===== config.mk =====
export PLATFORM = sky130hd
export DESIGN_NAME = sfc_flash_ctrl
export DESIGN_NICKNAME = d
export VERILOG_FILES = /design/src/logic/sfc_pkg.sv /design/src/logic/sfc_flash_ctrl.sv
export SDC_FILE = /design/constraint.sdc
export NUM_CORES = 2
export LEC_CHECK = 0
export ABC_AREA = 0
export BUFFER_PORTS_ARGS = -buffer_cell sky130_fd_sc_hd__buf_2
export CAP_MARGIN = 20
export CORE_MARGIN = 10
export CORE_UTILIZATION = 40
export CTS_BUF_LIST = sky130_fd_sc_hd__clkbuf_8
export DETAILED_ROUTE_END_ITERATION = 10
export GPL_TIMING_DRIVEN = 0
export HOLD_SLACK_MARGIN = 0.03
export PLACE_DENSITY_LB_ADDON = 0.25
export REMOVE_ABC_BUFFERS = 1
export SYNTH_ARGS = -nofsm -noshare
export SYNTH_HDL_FRONTEND = slang
export SYNTH_SLANG_ARGS = --single-unit
export TNS_END_PERCENT = 1

===== constraint.sdc =====
create_clock -name core_clk -period 23 [get_ports core_clk]
set_input_delay 3.45 -clock core_clk [delete_from_list [all_inputs] [get_ports core_clk]]
set_output_delay 3.45 -clock core_clk [all_outputs]
set_load 0.02 [all_outputs]

===== src/logic/sfc_pkg.sv =====
// Purpose: constants and types of the serial flash fetch and command block
// Assumes: core clock of 125 MHz, flash in serial mode 0
// Notes: opcodes are the ones firmware and the fetch engine place on io0
package sfc_pkg;
  // core clock
  localparam int SFC_CLK_MHZ = 125;
  localparam int SFC_CLK_NS = 8;
  // chip select high time between transfers, rounded up to whole cycles
  localparam int SFC_CEH_NS = 50;
  localparam int SFC_CEH_CYC = (SFC_CEH_NS + SFC_CLK_NS - 1) / SFC_CLK_NS;
  localparam logic [2:0] SFC_GAP_LOAD = 3'(SFC_CEH_CYC - 1);
  // link rates; dual mode needs the 30 MHz divider
  localparam int SFC_SCK_MHZ = 20;
  localparam int SFC_DUAL_SCK_MHZ = 30;
  localparam int SFC_HALF_NORM = SFC_CLK_MHZ / (2 * SFC_SCK_MHZ);
  localparam int SFC_HALF_DUAL = SFC_CLK_MHZ / (2 * SFC_DUAL_SCK_MHZ);
  localparam logic [1:0] SFC_DIV_NORM = 2'(SFC_HALF_NORM - 1);
  localparam logic [1:0] SFC_DIV_DUAL = 2'(SFC_HALF_DUAL - 1);
  // opcodes
  localparam logic [7:0] SFC_FAST_READ_OP = 8'h0b;
  localparam logic [7:0] SFC_DUAL_READ_OP = 8'h3b;
  localparam logic [7:0] SFC_SECTOR_ERASE_OP = 8'h20;
  localparam logic [7:0] SFC_BLOCK32_ERASE_OP = 8'h52;
  localparam logic [7:0] SFC_BLOCK64_ERASE_OP = 8'hd8;
  localparam logic [7:0] SFC_BYTE_PROGRAM_OP = 8'h02;
  localparam logic [7:0] SFC_ID_READ_OP = 8'h9f;
  // byte counts firmware loads for the standard commands
  localparam logic [3:0] SFC_ERASE_LEN = 4'h4;
  localparam logic [3:0] SFC_PROGRAM_LEN = 4'h5;
  localparam logic [3:0] SFC_OPCODE_LEN = 4'h1;
  localparam logic [3:0] SFC_ID_LEN = 4'h4;
  // fill values for dummy and don't-care bytes
  localparam logic [7:0] SFC_DUMMY_BYTE = 8'h00;
  localparam logic [7:0] SFC_FILL_BYTE = 8'h00;
  // structure sizes
  localparam int SFC_ADDR_W = 24;
  localparam int SFC_BYTE_W = 8;
  localparam int SFC_FIFO_DEPTH = 16;
  localparam logic [5:0] SFC_CACHE_BYTES = 6'h20;
  localparam logic [3:0] SFC_CMD_BYTES = 4'h8;
  localparam logic [3:0] SFC_HDR_LAST = 4'h4;
  localparam logic [2:0] SFC_BIT_LAST_SINGLE = 3'h7;
  localparam logic [2:0] SFC_BIT_LAST_DUAL = 3'h3;
  // sequencer states
  typedef enum logic [2:0] {
    sfc_idle, sfc_hdr, sfc_data, sfc_hold, sfc_cmd, sfc_end, sfc_rel
  } sfc_state_t;
endpackage


===== src/logic/sfc_flash_ctrl.sv =====
// Purpose: serial flash code fetch with cache, plus firmware command path
// Assumes: command inputs stay stable while launch_busy is high
// Notes: fetched bytes reach the processor through a 16-word FIFO
`timescale 1ns/1ns

// small synchronous FIFO; all state lives in one packed struct
module sfc_fifo #(
  parameter int W = 8,
  parameter int D = 16
) (
  input wire logic core_clk,
  input wire logic rst,
  input wire logic in_valid,
  output logic in_ready,
  input wire logic [W-1:0] in_data,
  output logic out_valid,
  input wire logic out_ready,
  output logic [W-1:0] out_data
);
  localparam int AW = $clog2(D);
  localparam logic [AW:0] FULL = (AW + 1)'(D);
  typedef struct packed {
    logic [D-1:0][W-1:0] mem; // storage words
    logic [AW-1:0] wp; // write pointer
    logic [AW-1:0] rp; // read pointer
    logic [AW:0] cnt; // words held
  } sfc_fifo_st_t;
  sfc_fifo_st_t st;
  sfc_fifo_st_t next_st;
  logic push;
  logic pop;

  // honest flags straight from the word count
  assign in_ready = st.cnt != FULL;
  assign out_valid = st.cnt != '0;
  assign out_data = st.mem[st.rp];
  assign push = in_valid && in_ready;
  assign pop = out_valid && out_ready;

  // pointer and count update
  always_comb begin
    next_st = st;
    if (push) begin
      next_st.mem[st.wp] = in_data;
      next_st.wp = st.wp + 1'b1;
    end
    if (pop) begin
      next_st.rp = st.rp + 1'b1;
    end
    if (push && !pop) begin
      next_st.cnt = st.cnt + 1'b1;
    end else if (pop && !push) begin
      next_st.cnt = st.cnt - 1'b1;
    end
  end

  // state register
  always_ff @(posedge core_clk or posedge rst) begin
    if (rst) begin
      st <= '0;
    end else begin
      st <= next_st;
    end
  end
endmodule

module sfc_flash_ctrl (
  input wire logic core_clk,
  input wire logic rst,
  // processor fetch request and answer
  input wire logic cpu_req_valid,
  input wire logic [23:0] cpu_req_addr,
  output logic cpu_req_ready,
  output logic cpu_resp_valid,
  input wire logic cpu_resp_ready,
  output logic [7:0] cpu_resp_data,
  // configuration
  input wire logic fetch_dual_sel,
  input wire logic link_30mhz_sel,
  input wire logic exec_internal,
  // command path
  input wire logic [63:0] command_byte_buffer,
  input wire logic [3:0] transfer_byte_count,
  input wire logic launch_set,
  output logic launch_busy,
  output logic [63:0] response_byte_buffer,
  // flash pins
  output logic flash_cs_n,
  output logic flash_sck,
  output logic flash_io0_out,
  output logic flash_io0_oe,
  input wire logic flash_io0_in,
  input wire logic flash_serial_in_line
);
  typedef struct packed {
    sfc_pkg::sfc_state_t state; // sequencer state
    logic cs_n; // chip select pin
    logic sck; // serial clock pin
    logic io0_out; // io0 drive value
    logic io0_oe; // io0 drive enable
    logic io0_m; // io0 synchroniser stages
    logic io0_s;
    logic io1_m; // serial input synchroniser stages
    logic io1_s;
    logic [1:0] div_cnt; // half period divider
    logic [2:0] bit_cnt; // falling edges within the byte
    logic [3:0] idx; // byte index in header or command
    logic [3:0] cmd_len; // latched transfer length
    logic [7:0] tx_sh; // outgoing byte
    logic [7:0] rx_sh; // incoming byte
    logic dual_act; // burst runs in dual mode
    logic cmd_act; // transfer is a command
    logic go; // launch bit
    logic prev_mode; // mode seen last cycle
    logic [2:0] gap; // deselect time left
    logic [23:0] last_addr; // address of last fetched byte
    logic [23:0] base; // oldest cached address
    logic [5:0] len; // cached byte count
    logic [31:0][7:0] cache; // cached bytes by address low bits
    logic [7:0][7:0] resp; // response bytes
  } sfc_st_t;
  sfc_st_t st;
  sfc_st_t nx;
  logic mode; // effective dual selection
  logic active; // serial clock running
  logic tick; // divider enable pulse
  logic byte_done; // last falling edge of a byte
  logic [2:0] bit_last; // last bit index for current byte
  logic [7:0] rx_new; // byte after this sample
  logic hit; // request address is cached
  logic seq; // request follows last address
  logic fifo_push;
  logic fifo_in_ready;
  logic [7:0] push_data;

  // header byte for a fetch: opcode, three address bytes, dummy
  function automatic logic [7:0] hdr_byte(input logic dual,
                                          input logic [23:0] addr,
                                          input logic [3:0] i);
    logic [7:0] b;
    b = sfc_pkg::SFC_DUMMY_BYTE;
    unique case (i)
      4'h0: b = dual ? sfc_pkg::SFC_DUAL_READ_OP : sfc_pkg::SFC_FAST_READ_OP;
      4'h1: b = addr[23:16];
      4'h2: b = addr[15:8];
      4'h3: b = addr[7:0];
      default: b = sfc_pkg::SFC_DUMMY_BYTE;
    endcase
    return b;
  endfunction

  // command byte, or fill once the buffer runs out
  function automatic logic [7:0] cmd_byte(input logic [63:0] buf_in,
                                          input logic [3:0] i);
    logic [7:0] b;
    b = sfc_pkg::SFC_FILL_BYTE;
    if (i < sfc_pkg::SFC_CMD_BYTES) begin
      b = buf_in[{i[2:0], 3'h0} +: 8];
    end
    return b;
  endfunction

  // cache range check against the sliding window
  function automatic logic cache_hit(input logic [23:0] addr,
                                     input logic [23:0] base,
                                     input logic [5:0] len);
    logic [23:0] off;
    off = addr - base;
    return (len != 6'h00) && (off < {18'h0, len});
  endfunction

  assign mode = fetch_dual_sel && link_30mhz_sel;
  assign active = (st.state == sfc_pkg::sfc_hdr) ||
                  (st.state == sfc_pkg::sfc_data) ||
                  (st.state == sfc_pkg::sfc_cmd);
  assign tick = active && (st.div_cnt == 2'h0);
  assign bit_last = (st.state == sfc_pkg::sfc_data && st.dual_act) ?
                    sfc_pkg::SFC_BIT_LAST_DUAL : sfc_pkg::SFC_BIT_LAST_SINGLE;
  assign hit = cache_hit(cpu_req_addr, st.base, st.len);
  assign seq = cpu_req_addr == (st.last_addr + 24'h000001);

  // pins and status come straight from the state register
  assign flash_cs_n = st.cs_n;
  assign flash_sck = st.sck;
  assign flash_io0_out = st.io0_out;
  assign flash_io0_oe = st.io0_oe;
  assign launch_busy = st.go;
  assign response_byte_buffer = st.resp;

  // answer FIFO; a full FIFO holds back request acceptance
  sfc_fifo #(
    .W(sfc_pkg::SFC_BYTE_W),
    .D(sfc_pkg::SFC_FIFO_DEPTH)
  ) u_fifo (
    .core_clk(core_clk),
    .rst(rst),
    .in_valid(fifo_push),
    .in_ready(fifo_in_ready),
    .in_data(push_data),
    .out_valid(cpu_resp_valid),
    .out_ready(cpu_resp_ready),
    .out_data(cpu_resp_data)
  );

  // sequencer: divider, shifter, fetch, cache and command path
  always_comb begin
    nx = st;
    fifo_push = 1'b0;
    push_data = 8'h00;
    cpu_req_ready = 1'b0;
    byte_done = 1'b0;
    rx_new = st.rx_sh;
    // two flops on every pin input
    nx.io0_m = flash_io0_in;
    nx.io0_s = st.io0_m;
    nx.io1_m = flash_serial_in_line;
    nx.io1_s = st.io1_m;
    nx.go = st.go | launch_set;
    // divider only runs while a byte is on the wire
    if (active) begin
      if (st.div_cnt == 2'h0) begin
        nx.div_cnt = st.dual_act ? sfc_pkg::SFC_DIV_DUAL
                                 : sfc_pkg::SFC_DIV_NORM;
      end else begin
        nx.div_cnt = st.div_cnt - 2'h1;
      end
    end
    // rising edge only raises sck; sampling waits for the falling edge
    // so the synchroniser delay stays inside the data valid window
    if (tick) begin
      if (!st.sck) begin
        nx.sck = 1'b1;
      end else begin
        nx.sck = 1'b0;
        if (st.state == sfc_pkg::sfc_data && st.dual_act) begin
          rx_new = {st.rx_sh[5:0], st.io1_s, st.io0_s};
        end else begin
          rx_new = {st.rx_sh[6:0], st.io1_s};
        end
        nx.rx_sh = rx_new;
        if (st.bit_cnt == bit_last) begin
          byte_done = 1'b1;
          nx.bit_cnt = 3'h0;
        end else begin
          nx.bit_cnt = st.bit_cnt + 3'h1;
          nx.tx_sh = {st.tx_sh[6:0], 1'b0};
          nx.io0_out = st.tx_sh[6];
        end
      end
    end
    unique case (st.state)
      sfc_pkg::sfc_idle: begin
        if (st.gap != 3'h0) begin
          nx.gap = st.gap - 3'h1;
        end
        if (st.go && st.gap == 3'h0) begin
          if (transfer_byte_count == 4'h0) begin
            nx.go = launch_set; // nothing to send
          end else begin
            nx.state = sfc_pkg::sfc_cmd;
            nx.cs_n = 1'b0;
            nx.cmd_act = 1'b1;
            nx.dual_act = 1'b0;
            nx.idx = 4'h0;
            nx.cmd_len = transfer_byte_count;
            nx.tx_sh = cmd_byte(command_byte_buffer, 4'h0);
            nx.io0_out = command_byte_buffer[7];
            nx.io0_oe = 1'b1;
            nx.bit_cnt = 3'h0;
            nx.div_cnt = sfc_pkg::SFC_DIV_NORM;
            nx.resp = '0;
          end
        end else if (cpu_req_valid && !exec_internal && fifo_in_ready) begin
          if (hit) begin
            cpu_req_ready = 1'b1;
            fifo_push = 1'b1;
            push_data = st.cache[cpu_req_addr[4:0]];
          end else if (st.gap == 3'h0) begin
            cpu_req_ready = 1'b1;
            nx.state = sfc_pkg::sfc_hdr;
            nx.cs_n = 1'b0;
            nx.cmd_act = 1'b0;
            nx.dual_act = mode;
            nx.idx = 4'h0;
            nx.last_addr = cpu_req_addr;
            nx.base = cpu_req_addr;
            nx.len = 6'h00;
            nx.tx_sh = hdr_byte(mode, cpu_req_addr, 4'h0);
            nx.io0_out = nx.tx_sh[7];
            nx.io0_oe = 1'b1;
            nx.bit_cnt = 3'h0;
            nx.div_cnt = mode ? sfc_pkg::SFC_DIV_DUAL : sfc_pkg::SFC_DIV_NORM;
          end
        end
      end
      sfc_pkg::sfc_hdr: begin
        if (byte_done) begin
          if (st.idx == sfc_pkg::SFC_HDR_LAST) begin
            nx.state = sfc_pkg::sfc_data;
            nx.io0_oe = !st.dual_act; // in dual mode the flash drives both lines; single keeps io0 driven
          end else begin
            nx.idx = st.idx + 4'h1;
            nx.tx_sh = hdr_byte(st.dual_act, st.last_addr, nx.idx);
            nx.io0_out = nx.tx_sh[7];
          end
        end
      end
      sfc_pkg::sfc_data: begin
        if (byte_done) begin
          fifo_push = 1'b1;
          push_data = rx_new;
          nx.cache[st.last_addr[4:0]] = rx_new;
          if (st.len == sfc_pkg::SFC_CACHE_BYTES) begin
            nx.base = st.base + 24'h000001;
          end else begin
            nx.len = st.len + 6'h01;
          end
          nx.state = sfc_pkg::sfc_hold;
        end
      end
      sfc_pkg::sfc_hold: begin
        // burst stays open with sck low until the next address shows
        if (st.go || exec_internal) begin
          nx.state = sfc_pkg::sfc_end;
        end else if (cpu_req_valid) begin
          if (seq) begin
            if (fifo_in_ready) begin
              cpu_req_ready = 1'b1;
              nx.state = sfc_pkg::sfc_data;
              nx.last_addr = cpu_req_addr;
              nx.bit_cnt = 3'h0;
              nx.div_cnt = st.dual_act ? sfc_pkg::SFC_DIV_DUAL
                                       : sfc_pkg::SFC_DIV_NORM;
            end
          end else if (hit) begin
            if (fifo_in_ready) begin
              cpu_req_ready = 1'b1;
              fifo_push = 1'b1;
              push_data = st.cache[cpu_req_addr[4:0]];
              nx.state = sfc_pkg::sfc_end;
            end
          end else begin
            nx.state = sfc_pkg::sfc_end;
          end
        end
      end
      sfc_pkg::sfc_cmd: begin
        if (byte_done) begin
          // the opcode slot hears nothing; later bytes are answers
          if (st.idx != 4'h0 && st.idx <= sfc_pkg::SFC_CMD_BYTES) begin
            nx.resp[3'(st.idx - 4'h1)] = rx_new;
          end
          if (4'(st.idx + 4'h1) == st.cmd_len) begin
            nx.state = sfc_pkg::sfc_end;
          end else begin
            nx.idx = st.idx + 4'h1;
            nx.tx_sh = cmd_byte(command_byte_buffer, nx.idx);
            nx.io0_out = nx.tx_sh[7];
          end
        end
      end
      sfc_pkg::sfc_end: begin
        nx.cs_n = 1'b1;
        nx.io0_oe = 1'b0;
        nx.state = sfc_pkg::sfc_rel;
      end
      sfc_pkg::sfc_rel: begin
        if (st.cmd_act) begin
          nx.go = launch_set; // new launch wins over the clear
        end
        nx.cmd_act = 1'b0;
        nx.gap = sfc_pkg::SFC_GAP_LOAD;
        nx.state = sfc_pkg::sfc_idle;
      end
    endcase
    // a mode change makes every cached byte suspect
    if (mode != st.prev_mode) begin
      nx.len = 6'h00;
      nx.prev_mode = mode;
    end
  end

  // state register; reset leaves the cache empty and select high
  always_ff @(posedge core_clk or posedge rst) begin
    if (rst) begin
      st <= '0;
      st.cs_n <= 1'b1;
    end else begin
      st <= nx;
    end
  end

  // helper for checks: serial clock rises within a command
  logic [7:0] a_rise_cnt;
  always_ff @(posedge core_clk or posedge rst) begin
    if (rst) begin
      a_rise_cnt <= 8'h00;
    end else if (st.state == sfc_pkg::sfc_idle) begin
      a_rise_cnt <= 8'h00;
    end else if (st.cmd_act && tick && !st.sck) begin
      a_rise_cnt <= a_rise_cnt + 8'h01;
    end
  end
endmodule


==> flow_summary.toml <==
[sta]
final-hold-violation-count = 0
fmax_mhz = 85.9
fin_skew_ns = 0.0537
rsz0062_at_grt = "false"
tightest_slew_ns = 1.14
timing.final.crit_share_pct = 50.6
maxSlewViolCount = 0
max_slew_margin_pct = 24.1
report.final.setup_viol = 0
timing.final.crit_period_ns = 11.65

[route]
drt-initial-drc-count = 2139
post-route-drc-count = 0
via_count = 24746
wirelength_mm = 93.3
post_drt_wl_per_cell_um = 21.7
detail-route-antenna-nets = 0
dr.pass1.iters = 6
viasPerCell = 5.76

[floorplanning]
fp.dieW_um = 302
row_count = 103
dieArea_mm2 = 0.0910
die_h_um = 302
core_mm2 = 0.0789
start_util_pct = 40.2
num_io_pins = 181

[worst_setup_path]
cp-start-kind = "input pin"
crit_slowest_cell = "buf_4"
cp_max_fo = 32
crit_arrival_ns = 8.20
critical_path_class = "in2out"
worstRegToRegCells = 19
crit_required_ns = 19.55
cp_num_buf_inv = 3
path_cells = "buf_4, inv_1, ha_1, fa_1, nor2b_1, o21a_1, nor2_1, xnor2_1, ha_1, a21oi_1, nor2b_1, nor4_1, nand4_1, or4_1, nor4b_1, and4_1, nand3_1, o21ai_0, buf_2"
cp-end-kind = "output pin"
cp.depth = 19
cpPeakStageDelay_ns = 0.53
critPathTopFamily = "simple AND/OR/NAND/NOR gates"

[layout]
utilization_pct = 44.5
drive_gt1_share_pct = 20.0
ff_latch_area_mm2 = 0.0140
n_fill_cell = 7678
multi_input_area_mm2 = 0.0161
final_cell_mix = "557 x dfrtp_1, 444 x nand2_1, 381 x o21ai_0"
area_growth_pct = 10.6
final_nets = 3333
layout.cells.non_filler = 4299
final_common_cell = "dfrtp_1"

[global_route]
grt_pass1_vias = 24631
grt_pass1_wl_mm = 148
gr-total-overflow = 0
grt_antenna_before_repair = 4
grt_max_degree = 128
grt_usage_pct = 20.3

[clock_tree]
root_buffer = "clkbuf_8"
clkSinkCount = 561
cts_setup_buffers = 0
cts.path.max_buffers = 3
hold_buffers = 0
clk_latency_ns = 0.73
htreeDepth = 3
cts_tree = "yes"
numCtsBuffers = 96
ctsResizeCount = 0
clkTransAtPathRegs_ns = 0.06

[yosys]
synth.distinct_cells = 92
synthCells = 3165
async_reset_ff_share_pct = 100
syn_area_mm2 = 0.0317
ys_warn_count = 0
yosys_most_used_dff = "dfrtp_1"
synth_edf_count = 0
seq_area_frac_synth_pct = 44.2
ys_ff_latch = 561
syn_avg_cell_area_um2 = 10.0

[worst_hold_path]
hp-class = "reg2reg"
min_path_cells = 0

[pwr]
p_leak_uw = 0.0162
p_per_area_mw_per_mm2 = 83.8
total_power_uw = 2940
irDropWorstVdd_uv = 63.0

[job]
max-cap-violations = 0

[placement]
dp_hpwl_mm = 64.9
io_buffers = 180
dp.cells = 4125
place_congestion = 0.913

[status]
status = "finished, final reports clean"
final cells by class:
type	instances	area share (%)
antenna	4	0.0285
clock buffer	116	4.55
clock inverter	51	1.01
inverter	67	0.738
multi-input combinational	2242	45.9
sequential	561	40.0
tap	1050	3.74
timing repair buffer	208	3.99
state kept, by name, summed over array words and instances, names as in the netlist:
| name | cells |
|---|---|
| flash_io0_oe | 1 |
| flash_cs_n | 1 |
| u_fifo.st | 141 |
| nx | 2 |
| flash_sck | 1 |
| response_byte_buffer | 64 |
| st | 349 |
| launch_busy | 1 |
| flash_io0_out | 1 |
layer usage:
layer / share of wire (%) / wire, um / up-vias / track usage [%]
met1: 45 / 42200 / 12357 / 28.8
met3: 6.0 / 5610 / 142 / 4.07
li1: - / - / 11559 / -
met4: 2.4 / 2260 / 0 / 5.62
met5: 0 / 0 / - / 0
met2: 46 / 43300 / 688 / 31.3
cells in the mapped netlist, types with 33 or more instances:
cell type    n  area share (%)
clkbuf_1   173             2.0
ha_1        53             2.1
nand3_1     78             1.2
o31a_1      92             2.5
mux2_2      33             1.2
o21ai_0    381             6.0
buf_4       64             1.5
nand2_1    445             5.3
nor3_1      46            0.73
or2_2       92             1.8
mux4_2     136             9.7
mux2i_1     38             1.2
a21oi_1     81             1.3
dfrtp_1    560              44
o41a_1      39             1.4
inv_1       66            0.78
nor2_1     129             1.5
a21o_1     142             3.4
per-stage QoR:
step / setup WS, ns / area (um^2) / hold slack (ns) / setup TNS [ns]
2_1_floorplan: 3.86 / 30300 / 0.331 / 0
3_3_place_gp: -3.46 / 32600 / 0.333 / -1892.01
3_5_place_dp: 11.36 / 33100 / 0.336 / 0
4_1_cts: 11.35 / 35100 / 0.347 / 0
5_1_grt: 11.03 / 35100 / 0.361 / 0
6_report: 11.35 / 35100 / 0.348 / 0
power breakdown:
part / switching [uW] / total (uW) / internal (uW)
registers: 113 / 1180 / 1060
clock network: 432 / 935 / 502
logic: 545 / 832 / 286
total: 1090 / 2940 / 1850
kinds of logic (layout without fill, tap and decap cells):
logic type	after synthesis	after routing	synth area share, %
simple gates	970	970	14.5
compound gates	954	954	20.2
flops	561	561	44.2
buf+inv	362	442	5.16
mux	207	207	12.0
xor+xnor	56	56	1.59
fa+ha+maj	55	55	2.22
other cells	0	4	0
worst paths after layout:
path,startpoint,end,slack [ns]
worst max-delay path,cpu_req_addr[0],cpu_req_ready,11.35
min in group asynchronous,rst,u_fifo.st[136],2.89
worst min register to register,nx[410],st[410],0.35
max in group asynchronous,rst,response_byte_buffer[34],18.44
worst min-delay path,nx[410],st[410],0.35
worst max register to register,st[326],u_fifo.st[140],16.69
No activity file was read; power rests on OpenSTA's default activity.
